$ cat src/design/ccrc_pkg.sv
// Package for the core clock and rate control block.
// Assumes a single 20 MHz clock domain and a plain register port.
package ccrc_pkg;

  // ------------------------------------------------------------------
  // Register offsets
  // ------------------------------------------------------------------
  localparam logic [7:0] ADDR_CLK_CFG = 8'h00;   // Family, freq code, enable, source
  localparam logic [7:0] ADDR_CLK_STS = 8'h04;   // Fine freq, freq and source status
  localparam logic [7:0] ADDR_RATE_CFG = 8'h08;  // Four rate slot codes
  localparam logic [7:0] ADDR_RATE_STS = 8'h0c;  // Applied flags and applied codes
  localparam logic [7:0] ADDR_PATH_REQ = 8'h10;  // Path enable request / active paths
  localparam logic [7:0] ADDR_PATH_NEED = 8'h14; // Least freq code per path
  localparam logic [7:0] ADDR_IRQ_STS = 8'h18;   // Sticky events, write one to clear
  localparam logic [7:0] ADDR_IRQ_MASK = 8'h1c;  // Event mask

  // ------------------------------------------------------------------
  // Field positions in the clock configuration and status words
  // ------------------------------------------------------------------
  localparam int FAM_BIT = 15;
  localparam int FREQ_LSB = 8;
  localparam int EN_BIT = 6;
  localparam int SRC_LSB = 0;
  localparam int FINE_LSB = 16;

  // ------------------------------------------------------------------
  // Reset values
  // ------------------------------------------------------------------
  localparam logic [2:0] FREQ_RST = 3'h4;
  localparam logic [4:0] SRC_RST = 5'h04;
  localparam logic [2:0] FREQ_STS_RST = 3'h0;
  localparam logic [4:0] SRC_STS_RST = 5'h00;
  localparam logic [7:0] RATE_RST = 8'h03;

  // ------------------------------------------------------------------
  // Source codes and highest frequency code
  // ------------------------------------------------------------------
  localparam logic [4:0] SRC_MCLK = 5'h00;
  localparam logic [4:0] SRC_LOOP_X2 = 5'h04;
  localparam logic [4:0] SRC_PORT1 = 5'h08;
  localparam logic [4:0] SRC_PORT2 = 5'h09;
  localparam logic [4:0] SRC_LOOP_X1 = 5'h0c;
  localparam logic [2:0] FREQ_MAX = 3'h4;

  // ------------------------------------------------------------------
  // Rate codes, base family and fractional family
  // ------------------------------------------------------------------
  localparam logic [7:0] RATE_12K = 8'h01;
  localparam logic [7:0] RATE_192K = 8'h05;
  localparam logic [7:0] RATE_8K = 8'h11;
  localparam logic [7:0] RATE_32K = 8'h13;
  localparam logic [7:0] RATE_11K = 8'h09;
  localparam logic [7:0] RATE_176K = 8'h0d;

  // ------------------------------------------------------------------
  // Fine frequency values, one step is 1/64 MHz
  // ------------------------------------------------------------------
  localparam logic [15:0] FINE_BASE = 16'h0189; // 6.144 MHz times 64, truncated
  localparam logic [15:0] FINE_FRAC = 16'h0169; // 5.6448 MHz times 64, truncated

  // ------------------------------------------------------------------
  // Counts and widths
  // ------------------------------------------------------------------
  localparam int NSLOT = 4;
  localparam int NPATH = 8;
  localparam int NEVT = 3;
  localparam int EVT_FREQ_LOW = 0;
  localparam int EVT_RATE_DONE = 1;
  localparam int EVT_BAD_CODE = 2;
  localparam int SYNC_NS = 1000;   // Frame boundary tick period
  localparam int CLK_NS = 50;
  localparam int SYNC_CYC = (SYNC_NS + CLK_NS - 1) / CLK_NS;

  // Register port request
  typedef struct packed {
    logic [7:0] addr;
    logic [31:0] wdata;
    logic wr;
    logic rd;
  } ccrc_req_t;

  // Clock configuration fields
  typedef struct packed {
    logic fam;
    logic [2:0] freq;
    logic [4:0] src;
  } ccrc_cfg_t;

endpackage : ccrc_pkg

$ cat src/design/ccrc_top.sv
// Core clock and rate control: source select, frequency status, rate slots,
// frequency sufficiency check. Assumes one 20 MHz clock and a plain register port.
// Overview of operation
// [RULE1] Four independent rate slot fields; every path uses one of them.
// [RULE2] Base family rate codes 0x01-0x05 and 0x11-0x13 pair with family zero.
// [RULE3] Software keeps all slots in one family matching the core clock family.
// [RULE4] Software sets frequency code 000-100 to match the real source frequency.
// [RULE5] Slot writes apply at a sync point; per-slot flag shows applied value.
// [RULE6] Source select picks master clock, either port bit clock or locked loop.
// [RULE7] Source codes 0x00, 0x04, 0x08, 0x09, 0x0C; others reserved.
// [RULE8] Locked loop source runs doubled for typical use or undoubled for low power.
// [RULE9] Software enables the source before the core clock, and the reverse.
// [RULE10] Software enables the core clock before any audio path.
// [RULE11] Family, frequency and source change together; switch is glitch free.
// [RULE12] Frequency-only change should clear core clock enable first.
// [RULE13] Read-only status gives frequency code, fine frequency and source in effect.
// [RULE14] Fine frequency status is sixteen bits, one step 1/64 MHz.
// [RULE15] Path enable refused when core clock too slow; active paths kept.
// [RULE16] Failed frequency check raises an interrupt event.
// [RULE17] Software keeps rate converters in 8-192 kHz, ratio 1-24 or 1.5.
// [RULE18] Software should choose the highest feasible core clock frequency.
// [RULE19] Reserved source or frequency codes are not applied; status keeps old value.
`timescale 1ns/1ns

module ccrc_top (
  input wire logic clk,                  // 20 MHz clock
  input wire logic sys_rst,              // Asynchronous reset, active high
  input wire ccrc_pkg::ccrc_req_t req,   // Register request
  output logic [31:0] rdata,             // Read data, cycle after read strobe
  output logic irq,                      // Level interrupt
  output logic core_clock_enable,        // Core clock gate enable
  output logic [4:0] core_clock_source,  // Source in effect
  output logic [7:0] path_active         // Enabled signal paths
);

  // ------------------------------------------------------------------
  // Declarations
  // ------------------------------------------------------------------
  ccrc_pkg::ccrc_cfg_t cfg_r;            // Configuration in effect
  logic en_r;
  logic [7:0] rate_r [ccrc_pkg::NSLOT];      // Written slot codes
  logic [7:0] rate_app_r [ccrc_pkg::NSLOT];  // Applied slot codes
  logic [ccrc_pkg::NSLOT-1:0] rate_ok_r;     // Applied flags
  logic [7:0] path_r;
  logic [23:0] need_r;                   // Three-bit least code per path
  logic [ccrc_pkg::NEVT-1:0] evt_r;
  logic [ccrc_pkg::NEVT-1:0] mask_r;
  logic [31:0] rdata_r;
  logic [4:0] tick_cnt_r;
  logic tick;
  logic src_ok, freq_ok, cfg_wr, rate_wr, path_wr, bad_wr;
  logic [7:0] path_grant;
  logic [ccrc_pkg::NEVT-1:0] evt_set;
  logic [15:0] fine;
  logic [31:0] rd_mux;
  ccrc_pkg::ccrc_cfg_t cfg_new;

  // ------------------------------------------------------------------
  // Decode
  // ------------------------------------------------------------------
  // Write field decode
  assign cfg_new.fam = req.wdata[ccrc_pkg::FAM_BIT];
  assign cfg_new.freq = req.wdata[ccrc_pkg::FREQ_LSB +: 3];
  assign cfg_new.src = req.wdata[ccrc_pkg::SRC_LSB +: 5];
  assign src_ok = cfg_new.src inside {ccrc_pkg::SRC_MCLK, ccrc_pkg::SRC_LOOP_X2,
      ccrc_pkg::SRC_PORT1, ccrc_pkg::SRC_PORT2, ccrc_pkg::SRC_LOOP_X1}; // RULE7
  assign freq_ok = cfg_new.freq <= ccrc_pkg::FREQ_MAX;
  assign cfg_wr = req.wr && (req.addr == ccrc_pkg::ADDR_CLK_CFG);
  assign bad_wr = cfg_wr && !(src_ok && freq_ok); // RULE19
  assign rate_wr = req.wr && (req.addr == ccrc_pkg::ADDR_RATE_CFG);
  assign path_wr = req.wr && (req.addr == ccrc_pkg::ADDR_PATH_REQ);

  // Frequency check per path: grant new ones only when clock is fast enough
  always_comb begin
    path_grant = path_r;
    for (int i = 0; i < ccrc_pkg::NPATH; i++) begin
      if (req.wdata[i] && !path_r[i]) begin
        path_grant[i] = en_r && (cfg_r.freq >= need_r[3*i +: 3]); // RULE15
      end else if (!req.wdata[i]) begin
        path_grant[i] = 1'b0;
      end
    end
  end

  // Events
  assign evt_set[ccrc_pkg::EVT_FREQ_LOW] = path_wr && ((req.wdata[7:0] & ~path_r
      & ~path_grant) != 8'h00); // RULE16
  assign evt_set[ccrc_pkg::EVT_RATE_DONE] = tick && (rate_ok_r != '1);
  assign evt_set[ccrc_pkg::EVT_BAD_CODE] = bad_wr;
  assign irq = |(evt_r & mask_r);

  // Fine frequency: base step shifted by frequency code
  assign fine = (cfg_r.fam ? ccrc_pkg::FINE_FRAC : ccrc_pkg::FINE_BASE)
      << cfg_r.freq; // RULE14
  assign core_clock_enable = en_r;
  assign core_clock_source = cfg_r.src; // RULE6 RULE8
  assign path_active = path_r;

  // ------------------------------------------------------------------
  // Read mux
  // ------------------------------------------------------------------
  always_comb begin
    rd_mux = 32'h0000_0000;
    case (req.addr)
      ccrc_pkg::ADDR_CLK_CFG: begin
        rd_mux[ccrc_pkg::FAM_BIT] = cfg_r.fam;
        rd_mux[ccrc_pkg::FREQ_LSB +: 3] = cfg_r.freq;
        rd_mux[ccrc_pkg::EN_BIT] = en_r;
        rd_mux[ccrc_pkg::SRC_LSB +: 5] = cfg_r.src;
      end
      ccrc_pkg::ADDR_CLK_STS: begin
        rd_mux[ccrc_pkg::FINE_LSB +: 16] = fine; // RULE13
        rd_mux[ccrc_pkg::FREQ_LSB +: 3] = cfg_r.freq;
        rd_mux[ccrc_pkg::SRC_LSB +: 5] = cfg_r.src;
      end
      ccrc_pkg::ADDR_RATE_CFG: rd_mux = {rate_r[3], rate_r[2], rate_r[1], rate_r[0]};
      ccrc_pkg::ADDR_RATE_STS: rd_mux = {rate_ok_r, rate_app_r[3][5:0],
          rate_app_r[2][5:0], rate_app_r[1][5:0], rate_app_r[0][5:0], 4'h0};
      ccrc_pkg::ADDR_PATH_REQ: rd_mux[7:0] = path_r;
      ccrc_pkg::ADDR_PATH_NEED: rd_mux[23:0] = need_r;
      ccrc_pkg::ADDR_IRQ_STS: rd_mux[ccrc_pkg::NEVT-1:0] = evt_r;
      ccrc_pkg::ADDR_IRQ_MASK: rd_mux[ccrc_pkg::NEVT-1:0] = mask_r;
      default: rd_mux = 32'h0000_0000;
    endcase
  end
  assign rdata = rdata_r;

  // ------------------------------------------------------------------
  // Sync tick: rate changes take effect on a frame boundary
  // ------------------------------------------------------------------
  assign tick = (tick_cnt_r == 5'(ccrc_pkg::SYNC_CYC - 1));
  always_ff @(posedge clk or posedge sys_rst) begin
    if (sys_rst) tick_cnt_r <= 5'h00;
    else tick_cnt_r <= tick ? 5'h00 : tick_cnt_r + 5'h01;
  end

  // ------------------------------------------------------------------
  // Clock configuration; reserved codes leave family, frequency and source in place
  // ------------------------------------------------------------------
  always_ff @(posedge clk or posedge sys_rst) begin
    if (sys_rst) begin
      cfg_r <= '{fam: 1'b0, freq: ccrc_pkg::FREQ_RST, src: ccrc_pkg::SRC_RST};
      en_r <= 1'b0;
    end else if (cfg_wr) begin
      en_r <= req.wdata[ccrc_pkg::EN_BIT];
      if (!bad_wr) cfg_r <= cfg_new; // RULE11 RULE19
    end
  end

  // ------------------------------------------------------------------
  // Rate slots
  // ------------------------------------------------------------------
  always_ff @(posedge clk or posedge sys_rst) begin
    if (sys_rst) begin
      for (int i = 0; i < ccrc_pkg::NSLOT; i++) begin
        rate_r[i] <= ccrc_pkg::RATE_RST; // RULE1
        rate_app_r[i] <= ccrc_pkg::RATE_RST;
      end
      rate_ok_r <= '1;
    end else begin
      for (int i = 0; i < ccrc_pkg::NSLOT; i++) begin
        if (rate_wr && (req.wdata[8*i +: 8] != rate_r[i])) begin
          rate_r[i] <= req.wdata[8*i +: 8]; // RULE2
          rate_ok_r[i] <= 1'b0; // RULE5
        end else if (tick) begin
          rate_app_r[i] <= rate_r[i]; // RULE5
          rate_ok_r[i] <= 1'b1;
        end
      end
    end
  end

  // ------------------------------------------------------------------
  // Paths, needs, events, mask, read data
  // ------------------------------------------------------------------
  always_ff @(posedge clk or posedge sys_rst) begin
    if (sys_rst) begin
      path_r <= 8'h00;
      need_r <= 24'h00_0000;
      evt_r <= '0;
      mask_r <= '0;
      rdata_r <= 32'h0000_0000;
    end else begin
      if (path_wr) path_r <= path_grant; // RULE15
      if (req.wr && (req.addr == ccrc_pkg::ADDR_PATH_NEED)) need_r <= req.wdata[23:0];
      if (req.wr && (req.addr == ccrc_pkg::ADDR_IRQ_MASK)) mask_r <= req.wdata[ccrc_pkg::NEVT-1:0];
      if (req.wr && (req.addr == ccrc_pkg::ADDR_IRQ_STS))
        evt_r <= (evt_r & ~req.wdata[ccrc_pkg::NEVT-1:0]) | evt_set; // RULE16
      else
        evt_r <= evt_r | evt_set;
      if (req.rd) rdata_r <= rd_mux;
    end
  end

  // ------------------------------------------------------------------
  // Assertions
  // ------------------------------------------------------------------
  a_reserved_src_kept: assert property (@(posedge clk) disable iff (sys_rst)
    bad_wr |=> $stable(cfg_r)) else $error("Reserved code applied"); // RULE19
  a_src_legal: assert property (@(posedge clk) disable iff (sys_rst)
    core_clock_source inside {5'h00, 5'h04, 5'h08, 5'h09, 5'h0c})
    else $error("Illegal source in effect"); // RULE7
  a_cfg_write_taken: assert property (@(posedge clk) disable iff (sys_rst)
    cfg_wr && !bad_wr |=> cfg_r == $past(cfg_new)) else $error("Config not taken"); // RULE11
  a_rate_applied_tick: assert property (@(posedge clk) disable iff (sys_rst)
    rate_wr && (req.wdata[7:0] != rate_r[0]) |=> !rate_ok_r[0] ##[1:20] rate_ok_r[0])
    else $error("Slot not applied in time"); // RULE5
  a_slow_refused: assert property (@(posedge clk) disable iff (sys_rst)
    path_wr && !en_r |=> (path_r & ~$past(path_r)) == 8'h00)
    else $error("Path granted without clock"); // RULE15
  a_fail_event: assert property (@(posedge clk) disable iff (sys_rst)
    evt_set[0] |=> evt_r[0]) else $error("Frequency event lost"); // RULE16
  a_fine_step: assert property (@(posedge clk) disable iff (sys_rst)
    !cfg_r.fam && cfg_r.freq == 3'h4 |-> fine == 16'h1890) else $error("Fine value wrong"); // RULE14
  a_slot_count: assert property (@(posedge clk) disable iff (sys_rst)
    tick |=> rate_app_r[3] == $past(rate_r[3]) || !rate_ok_r[3])
    else $error("Slot four not applied"); // RULE1
  a_status_src: assert property (@(posedge clk) disable iff (sys_rst)
    req.rd && req.addr == ccrc_pkg::ADDR_CLK_STS |=> rdata[4:0] == $past(cfg_r.src))
    else $error("Source status wrong"); // RULE13
  c_switch: cover property (@(posedge clk) cfg_wr && !bad_wr && en_r);
  c_refuse: cover property (@(posedge clk) evt_set[0]);
  c_rate: cover property (@(posedge clk) rate_wr ##[1:20] tick);

endmodule // ccrc_top

$ cat config.mk
export PLATFORM = sky130hd
export DESIGN_NAME = ccrc_top
export DESIGN_NICKNAME = d
export VERILOG_FILES = /design/src/design/ccrc_pkg.sv /design/src/design/ccrc_top.sv
export SDC_FILE = /design/constraint.sdc
export NUM_CORES = 1
export LEC_CHECK = 0
export BUFFER_PORTS_ARGS = -buffer_cell sky130_fd_sc_hd__buf_2
export CAP_MARGIN = 20
export CORE_UTILIZATION = 50
export DETAILED_ROUTE_END_ITERATION = 8
export PLACE_DENSITY_LB_ADDON = 0.08
export SETUP_SLACK_MARGIN = 0.5
export SYNTH_ARGS = -nofsm -noshare
export SYNTH_HDL_FRONTEND = slang
export SYNTH_SLANG_ARGS = --single-unit
export TNS_END_PERCENT = 1
$ cat constraint.sdc
create_clock -name clk -period 5.25 [get_ports clk]
set_input_delay 1.05 -clock clk [delete_from_list [all_inputs] [get_ports clk]]
set_output_delay 1.05 -clock clk [all_outputs]
set_load 0.05 [all_outputs]
==> results.yml, run 1 <==
cells_and_area:
  area_growth_pct: 15.3
  post-route-util: 0.600
  drive_above_1_share: 0.337
  finalNetCount: 830
  insertedDiodeCount: 0
synth:
  yosysWarningCount: 0
  yosys_register_bits: 145
  synth_top_area_share: 0.401
  yosys.area.top_type: "dfrtp_1"
  synthTopCellsByArea: "dfrtp_1 40%, mux2_2 13%, dfstp_2 7.5%, ha_1 5.0%, xor2_1 3.8%"
  synthTopCellsByCount: "123 x dfrtp_1, 90 x mux2_2, 49 x inv_1, 38 x nor2_1, 33 x xor2_1"
  synthCells: 672
  synth.most_common_cell: "dfrtp_1"
  synth_area_um2: 7680
  synthFlopType: "dfrtp_1"
  syn-num-nets: 747
  synth_edf_count: 0
  ys_types: 56
  syn_avg_cell_area_um2: 11.4
  ys_async_sr_fraction: 1.00
  ys_seq_area_frac: 0.476
setup_path:
  cp-end-kind: "flip-flop"
  crit_path_start_kind: "input pin"
  critPathKind: "in -> reg"
  arrival_ns: 3.67
  cp_max_fo: 14
  cp.required_ns: 5.59
detailed_routing:
  met1_length_mm: 8.84
  vias: 5681
  first_pass_iters: 5
  wl_mm: 20.5
  drt_iter0_drc: 492
  via_per_inst: 5.97
  wl_met3_mm: 1.13
  ant_nets: 0
  drcViolationCount: 0
  wl_per_cell_um: 21.5
  dr_wl_met2_mm: 9.88
  top_layer: "met4"
clock_network:
  clk_latency_ns: 0.42
  clockBufferDepth: 2
  clock-root-buffer: "clkbuf_16"
  cts_sinks: 145
  cts_setup_buffers: 0
  ctsHoldBuffers: 0
  cts_buffers: 17
  cts.clk_slew.worst_paths_ns: 0.06
  cts_resized: 0
  tritoncts: "built"
  htreeDepth: 4
floorplan:
  initial_utilization: 0.521
  fp-row-count: 44
  pin_count: 91
  die_w_um: 126
  die_area_um2: 15900
  coreArea_um2: 14800
  fp.dieH_um: 126
sta:
  rsz0062_at_grt: "false"
  max_freq_mhz: 301
  worst_pin_slew_ns: 0.849
  min_period_ns: 3.33
  fin_crit_sh: 0.634
  fin_skew_ns: 0.00780
  setup_viol: 0
  slew_violations: 0
  hold_slack_ns: 0.468
  setup_tns_ns: 0
  report.final.hold_viol_count: 0
  slew_headroom: 0.434
pwr:
  p_seq_frac: 0.456
  power.total_uw: 2620
  p_leak_uw: 0.00415
  switching_power_uw: 649
  switching_share: 0.248
  combPwrFrac: 0.076
  clockPowerShare: 0.468
  p_int_uw: 1970
  peakVddDrop_mv: 0.218
  powerDensity_nw_per_um2: 296
worst_hold_path:
  hold_class: "reg -> reg"
run_status:
  status: "finished, final reports clean"
global_route:
  grt_overflow: 0
  antenna_found_initial: 0
  grt_use_total: 0.275
  grt_pass1_vias: 6023
  grt_first_pass_wirelength_mm: 33.0
  grt_max_degree: 146
run:
  maxCapViolCount: 0
placement:
  hpwl_mm: 14.3
  port_buffers: 90
  gp_congestion: 0.862
-- worst max-delay path: stages --
cell and delay [ns]:
buf_2 0.11, or4_1 0.78, nor4_4 0.79, buf_4 0.38, a22oi_1 0.12, a221o_1 0.35
o21ai_1 0.08
-- layout make-up --
| type | instances | area [um^2] |
|---|---|---|
| Fill cell | 1254 | 5900 |
| Multi-Input combinational cell | 447 | 3680 |
| Sequential cell | 145 | 3660 |
| Timing Repair Buffer | 95 | 500 |
| Clock buffer | 20 | 467 |
| Tap cell | 184 | 230 |
| Inverter | 49 | 188 |
| Clock inverter | 12 | 131 |
-- metrics by stage --
| step | setup WS (ns) | std cells | area (um^2) |
|---|---|---|---|
| finish | 1.92 | 952 | 8850 |
| global route | 1.81 | 952 | 8850 |
| CTS | 1.92 | 952 | 8850 |
| detailed placement | 1.50 | 920 | 8260 |
| global placement | 1.53 | 920 | 8260 |
| floorplan | 2.40 | 672 | 7690 |
-- per-layer routing --
metal,vias to the layer above,global-route usage
met5,-,0
met4,0,0.108
met3,44,0.0603
met2,194,0.450
met1,2816,0.358
li1,2627,-
-- flip-flops by register name, summed over array words and instances, names as in the netlist, 3 cells and up --
register           flops
cfg_r                  4
core_clock_source      5
evt_r                  3
mask_r                 3
need_r                24
path_active            8
rate_app_r            24
rate_ok_r              4
rate_r                32
rdata                 32
tick_cnt_r             5
-- kinds of logic after synthesis --
kind of cell	after synthesis	synth area share
mux	101	0.151
simple gates	135	0.102
flops	145	0.476
fa+ha+maj	31	0.0505
buf+inv	80	0.0448
xor+xnor	35	0.0399
compound gates	145	0.135
-- power groups by stage --
stage / registers (uW) / logic [uW] / clock network [uW]
floorplan: 1210 / 123 / 0
global placement: 1210 / 195 / 0
detailed placement: 1210 / 200 / 0
CTS: 1200 / 202 / 1240
global route: 1200 / 221 / 1280
finish: 1200 / 199 / 1230
-- worst paths after layout --
kind | endpoint | start | depth (start not counted) | slack [ns]
setup / recovery | rdata[4]$_DFFE_PP0P_ | req[35] | 7 | 1.92
hold / removal | tick_cnt_r[0]$_DFF_PP0_ | tick_cnt_r[0]$_DFF_PP0_ | 1 | 0.47
setup reg to reg | rdata[24]$_DFFE_PP0P_ | cfg_r[6]$_DFFE_PP0P_ | 6 | 2.68
hold reg to reg | tick_cnt_r[0]$_DFF_PP0_ | tick_cnt_r[0]$_DFF_PP0_ | 1 | 0.47
max in group asynchronous | need_r[10]$_DFFE_PP0P_ | sys_rst | 3 | 3.77
min in group asynchronous | rdata[27]$_DFFE_PP0P_ | sys_rst | 3 | 0.79
-- cells in the final DEF (no fill, tap or decap), drive strengths merged, types with 4 or more instances in the layout --
master and n:
a21boi 4, a221o 6, nand3 7, o21ai 21, a221oi 6, a21oi 21
nor2 38, a222oi 10, mux2i 7, inv 50, dfrtp 123, o22ai 21
nand2 21, a22o 11, clkbuf 20, and3 5, clkinvlp 5, mux2 91
a22oi 15, nor2b 13, o22a 4, a31oi 6, a21o 5, clkinv 4
nand4 6, xor2 33, nand2b 13, buf 95, nor3 8, dfstp 22
ha 31, nor4 14
Power figures use the tool's default switching activity.
==> inputs of run 2 (changes only) <==
--- a/config.mk
+++ b/config.mk
@@ -5,6 +5,7 @@
 export SDC_FILE = /design/constraint.sdc
 export NUM_CORES = 1
 export LEC_CHECK = 0
+export ABC_AREA = 1
 export BUFFER_PORTS_ARGS = -buffer_cell sky130_fd_sc_hd__buf_2
 export CAP_MARGIN = 20
 export CORE_UTILIZATION = 50
==> constraint.sdc (replaced) <==
create_clock -name clk -period 2.9 [get_ports clk]
set_input_delay 0.58 -clock clk [delete_from_list [all_inputs] [get_ports clk]]
set_output_delay 0.58 -clock clk [all_outputs]
set_load 0.05 [all_outputs]
==> results.yml, run 2 <==
run_status:
  status: "finished, final reports clean"
sta:
  fin_crit_sh: 0.732
  slew_violations: 0
  min_period_ns: 2.12
  rsz0062_at_grt: "false"
  report.final.hold_viol_count: 0
  slew_headroom: 0.575
  setup_tns_ns: 0
  max_freq_mhz: 471
  fin_skew_ns: 0.0135
  setup_viol: 0
  worst_pin_slew_ns: 0.636
  hold_slack_ns: 0.243
detailed_routing:
  wl_per_cell_um: 16.0
  first_pass_iters: 6
  drt_iter0_drc: 540
  vias: 6855
  wl_mm: 21.4
  via_per_inst: 5.14
  drcViolationCount: 0
  ant_nets: 0
placement:
  dpl.cell_count: 1301
  port_buffers: 90
  hpwl_mm: 15.4
  gp_congestion: 0.920
clock_network:
  cts.clk_slew.worst_paths_ns: 0.07
  clk_latency_ns: 0.43
  cts_buffers: 17
  ctsHoldBuffers: 0
  cts_resized: 0
  clock-root-buffer: "clkbuf_16"
  cts_setup_buffers: 0
  clockBufferDepth: 2
  htreeDepth: 4
  tritoncts: "built"
  cts_sinks: 145
worst_hold_path:
  hold_class: "in -> async"
floorplan:
  fp.dieH_um: 128
  pin_count: 91
  die_area_um2: 16400
  initial_utilization: 0.517
  fp-row-count: 45
  coreArea_um2: 15400
  die_w_um: 128
synth:
  synth_edf_count: 0
  synthTopCellsByCount: "370 x nand2_1, 123 x dfrtp_1, 106 x inv_1, 64 x o21ai_1, 60 x nand3_1"
  synth_area_um2: 7950
  synthCells: 1023
  ys_async_sr_fraction: 1.00
  synthTopCellsByArea: "dfrtp_1 39%, nand2_1 17%, dfstp_2 7.3%, inv_1 5.0%, ha_1 4.9%"
  syn_avg_cell_area_um2: 7.77
  yosys_register_bits: 145
  synthFlopType: "dfrtp_1"
  yosys.area.top_type: "dfrtp_1"
  syn-num-nets: 1098
  synth.most_common_cell: "nand2_1"
  ys_seq_area_frac: 0.460
  synth_top_area_share: 0.387
  ys_types: 36
  yosysWarningCount: 0
pwr:
  p_leak_uw: 0.00461
  peakVddDrop_mv: 0.452
  powerDensity_nw_per_um2: 530
  power.total_uw: 4870
setup_path:
  arrival_ns: 2.48
  crit_path_start_kind: "flip-flop"
  cp-end-kind: "flip-flop"
  cp.required_ns: 3.26
  critPathKind: "reg -> reg"
  cp_max_fo: 23
global_route:
  grt_use_total: 0.277
  antenna_found_initial: 0
  grt_overflow: 0
  grt_pass1_vias: 6585
  grt_first_pass_wirelength_mm: 34.2
  grt_max_degree: 49
cells_and_area:
  finalNetCount: 1184
  drive_above_1_share: 0.184
  post-route-util: 0.597
  area_growth_pct: 15.5
  insertedDiodeCount: 0
  layout_common_cells: "370 x nand2_1, 123 x dfrtp_1, 105 x inv_1"
  final_cells: 1333
  final_common_cell: "nand2_1"
run:
  maxCapViolCount: 0
run 2: changes by cell type after synthesis, sizes merged, moves of 11 or more:
cell | before | now
nor4 | 14 | 0
nand2b | 13 | 0
xor2 | 33 | 10
nand3 | 7 | 61
a22o | 11 | 0
inv | 49 | 114
o22ai | 21 | 2
nor2b | 13 | 0
o21ai | 21 | 129
mux2 | 91 | 0
nand2 | 21 | 391
a22oi | 15 | 0
run 2: kinds of logic after synthesis:
kind of cell / count (synthesis) / synth area share
mux: 1 / 0.00126
simple gates: 522 / 0.284
compound gates: 155 / 0.105
fa+ha+maj: 31 / 0.0488
buf+inv: 153 / 0.0840
xor+xnor: 16 / 0.0176
flops: 145 / 0.460
run 2: power by group:
| part | switching, uW | internal (uW) | total (uW) | leakage (uW) |
|---|---|---|---|---|
| Clock | 851 | 1410 | 2270 | 0.000292 |
| Combinational | 300 | 135 | 435 | 0.00246 |
| Sequential | 63.3 | 2100 | 2170 | 0.00185 |
run 2: final cells by class:
cell class	instances	area, um^2
multi-input cells	725	3630
fillers	1467	6190
flip-flops and latches	145	3660
well taps	211	264
inverters	117	444
clock inverters	10	133
clock buffers	22	474
repair buffers	103	586
run 2: path summary, 6_finish.rpt:
path,from,end,cells after the start,slack (ns)
worst min-delay path,sys_rst,rate_app_r[12]$_DFFE_PP0P_,2,0.24
worst max-delay path,cfg_r[7]$_DFFE_PP1P_,evt_r[0]$_DFF_PP0_,10,0.78
max in group asynchronous,sys_rst,rate_app_r[9]$_DFFE_PP1P_,3,1.98
min in group clk,req[27],rate_r[1]$_DFFE_PP1P_,3,0.39
worst min register to register,tick_cnt_r[0]$_DFF_PP0_,tick_cnt_r[0]$_DFF_PP0_,1,0.46
worst max register to register,cfg_r[7]$_DFFE_PP1P_,evt_r[0]$_DFF_PP0_,10,0.78
run 2: per-stage QoR:
| stage | setup WS (ns) | instance area, um^2 |
|---|---|---|
| after floorplan | 0.519 | 7960 |
| after global placement | 0.556 | 8580 |
| after detailed placement | 0.517 | 8580 |
| after CTS | 0.780 | 9180 |
| after global routing | 0.614 | 9180 |
| final | 0.778 | 9180 |
run 2: per-layer routing:
| metal | GRT usage | wire (um) | vias to the layer above |
|---|---|---|---|
| li1 | - | - | 3420 |
| met1 | 0.373 | 9990 | 3174 |
| met2 | 0.438 | 9610 | 221 |
| met3 | 0.0651 | 1360 | 40 |
| met4 | 0.0983 | 435 | 0 |
| met5 | 0 | 0 | - |
run 2: critical path: stages (launching register included):
cell,delay [ns]
dfstp_2,0.87
ha_1,0.34
a21oi_1,0.15
nand2_1,0.14
nand2_1,0.14
nand3_1,0.10
nand2_1,0.07
nor2_1,0.04
nand2_1,0.05
nand2_1,0.08
nand2_1,0.07
==> inputs of run 3 (changes only) <==
--- a/config.mk
+++ b/config.mk
@@ -5,7 +5,7 @@
 export SDC_FILE = /design/constraint.sdc
 export NUM_CORES = 1
 export LEC_CHECK = 0
-export ABC_AREA = 1
+export ABC_AREA = 0
 export BUFFER_PORTS_ARGS = -buffer_cell sky130_fd_sc_hd__buf_2
 export CAP_MARGIN = 20
 export CORE_UTILIZATION = 50
==> constraint.sdc (replaced) <==
create_clock -name clk -period 2 [get_ports clk]
set_input_delay 0.4 -clock clk [delete_from_list [all_inputs] [get_ports clk]]
set_output_delay 0.4 -clock clk [all_outputs]
set_load 0.05 [all_outputs]
==> results.yml, run 3 (synthesized netlist as in run 1, its figures left out) <==
detailed_routing:
  wl_per_cell_um: 20.7
  wl_mm: 21.5
  drcViolationCount: 0
  ant_nets: 0
  first_pass_iters: 6
  via_per_inst: 5.97
  vias: 6186
  drt_iter0_drc: 596
global_route:
  grt_max_degree: 92
  grt_overflow: 0
  grt_first_pass_wirelength_mm: 34.3
  antenna_found_initial: 1
  grt_pass1_vias: 6356
  grt_use_total: 0.284
cells_and_area:
  regArea_um2: 3660
  layout_common_cells: "121 x dfrtp_1, 90 x mux2_2, 87 x buf_2"
  final_common_cell: "dfrtp_1"
  drive_above_1_share: 0.428
  finalNetCount: 915
  area_growth_pct: 27.3
  final_cells: 1037
  insertedDiodeCount: 0
  fillCellCount: 1178
  multi_input_area_um2: 3790
setup_path:
  r2r-end: "rdata[27]$_DFFE_PP0P_"
  rrSetupSlack_ns: 0.15
  r2r-start: "cfg_r[7]$_DFFE_PP1P_"
  cp_common_cell: "buf_6"
  cp-end-kind: "flip-flop"
  startpoint: "req[40]"
  cp_slowest_stage_delay_ns: 0.54
  critPathKind: "in -> reg"
  crit_path_start_kind: "input pin"
  crit_end: "rdata[4]$_DFFE_PP0P_"
  reg2reg_depth: 7
  cp.required_ns: 2.34
  critical_path.cell_chain: "buf_6 -> or4_4 -> buf_8 -> buf_6 -> nor4_4 -> a222oi_1 -> a221o_1 -> o21ai_1"
  arrival_ns: 2.24
  cp_max_fo: 6
  critPathSlowestCell: "or4_4"
pwr:
  powerDensity_nw_per_um2: 731
  peakVddDrop_mv: 0.789
  p_leak_uw: 0.00465
  power.total_uw: 7150
worst_hold_path:
  hold_class: "in -> async"
sta:
  min_period_ns: 1.89
  max_freq_mhz: 528
  hold_slack_ns: 0.0817
  worst_pin_slew_ns: 0.497
  slew_headroom: 0.668
  setup_viol: 0
  rsz0062_at_grt: "true"
  fin_crit_sh: 0.947
  slew_violations: 0
  fin_skew_ns: 0.00575
  setup_tns_ns: 0
  report.final.hold_viol_count: 0
clock_network:
  clockBufferDepth: 2
  cts_sinks: 145
  clk_latency_ns: 0.42
  tritoncts: "built"
  cts_buffers: 17
  clock-root-buffer: "clkbuf_16"
  ctsHoldBuffers: 0
  cts.clk_slew.worst_paths_ns: 0.06
  htreeDepth: 4
floorplan:
  die_w_um: 126
  fp-row-count: 44
  coreArea_um2: 14800
  die_area_um2: 15900
  pin_count: 91
  fp.dieH_um: 126
  initial_utilization: 0.521
placement:
  gp_congestion: 0.890
  hpwl_mm: 15.6
  port_buffers: 90
  dpl.cell_count: 995
run:
  maxCapViolCount: 0
run_status:
  status: "finished, final reports clean"
[run 3: cell types whose count changed in the layout (fill, tap and decap cells not counted), sizes merged, moves of 11 or more]
cell | previous run | this run
o22ai | 2 | 21
nand2b | 0 | 13
buf | 103 | 180
a22oi | 0 | 15
a22o | 0 | 11
nor4 | 0 | 14
nand3 | 61 | 7
inv | 113 | 48
o21ai | 129 | 21
nand2 | 391 | 21
xor2 | 10 | 33
mux2 | 0 | 91
nor2b | 0 | 13
[run 3: metrics by stage]
step | area (um^2) | utilization | worst slack [ns]
after floorplan | 7690 | - | -0.201
after global placement | 8890 | 0.603 | -0.242
after detailed placement | 8890 | 0.603 | -0.263
after CTS | 9670 | 0.655 | 0.149
after global routing | 9780 | 0.663 | 0.0482
final | 9780 | 0.663 | 0.106
[run 3: per-layer routing]
layer / track usage / wire (um) / up-vias
met3: 0.0629 / 1240 / 53
met2: 0.461 / 10500 / 223
met1: 0.367 / 9070 / 3096
met4: 0.121 / 660 / 2
li1: - / - / 2812
met5: 0 / 17 / -
[run 3: what timing repair did]
item / in CTS / in global routing
pin swaps: 6 / 7
setup endpoints to repair: 148 / 156
hold endpoints to repair: 0 / 0
buffers inserted: 8 / 2
resized for setup: 19 / 20
[run 3: worst min path at each step]
stage | slack [ns] | startpoint | cells after the start | to
2_1_floorplan | 0.43 | tick_cnt_r[0]$_DFF_PP0_ | 1 | tick_cnt_r[0]$_DFF_PP0_
3_3_place_gp | 0.45 | tick_cnt_r[0]$_DFF_PP0_ | 1 | tick_cnt_r[0]$_DFF_PP0_
3_5_place_dp | 0.47 | tick_cnt_r[0]$_DFF_PP0_ | 1 | tick_cnt_r[0]$_DFF_PP0_
4_1_cts | 0.09 | sys_rst | 3 | rdata[25]$_DFFE_PP0P_
5_1_grt | 0.1 | sys_rst | 3 | rdata[25]$_DFFE_PP0P_
6_report | 0.08 | sys_rst | 3 | rdata[27]$_DFFE_PP0P_
[run 3: worst max-delay path: cells and delay by family]
family                 cells  cell delay, ns
AND/OR/NAND/NOR            2            0.83
buffers and inverters      3            0.36
AO/OA/AOI/OAI              3            0.65
[run 3: final cells by class]
class,count,share of cell area
Clock inverter,8,0.0127
Multi-Input combinational cell,447,0.387
Timing Repair Buffer,180,0.130
Sequential cell,145,0.375
Clock buffer,24,0.0523
Inverter,49,0.0194
Tap cell,184,0.0235
[run 3: report_power, final]
part	leakage (uW)	switching [uW]	internal (uW)	total, uW
sequential	0.00191	92.4	3040	3140
clock	0.000308	1230	2160	3390
combinational	0.00243	362	269	631
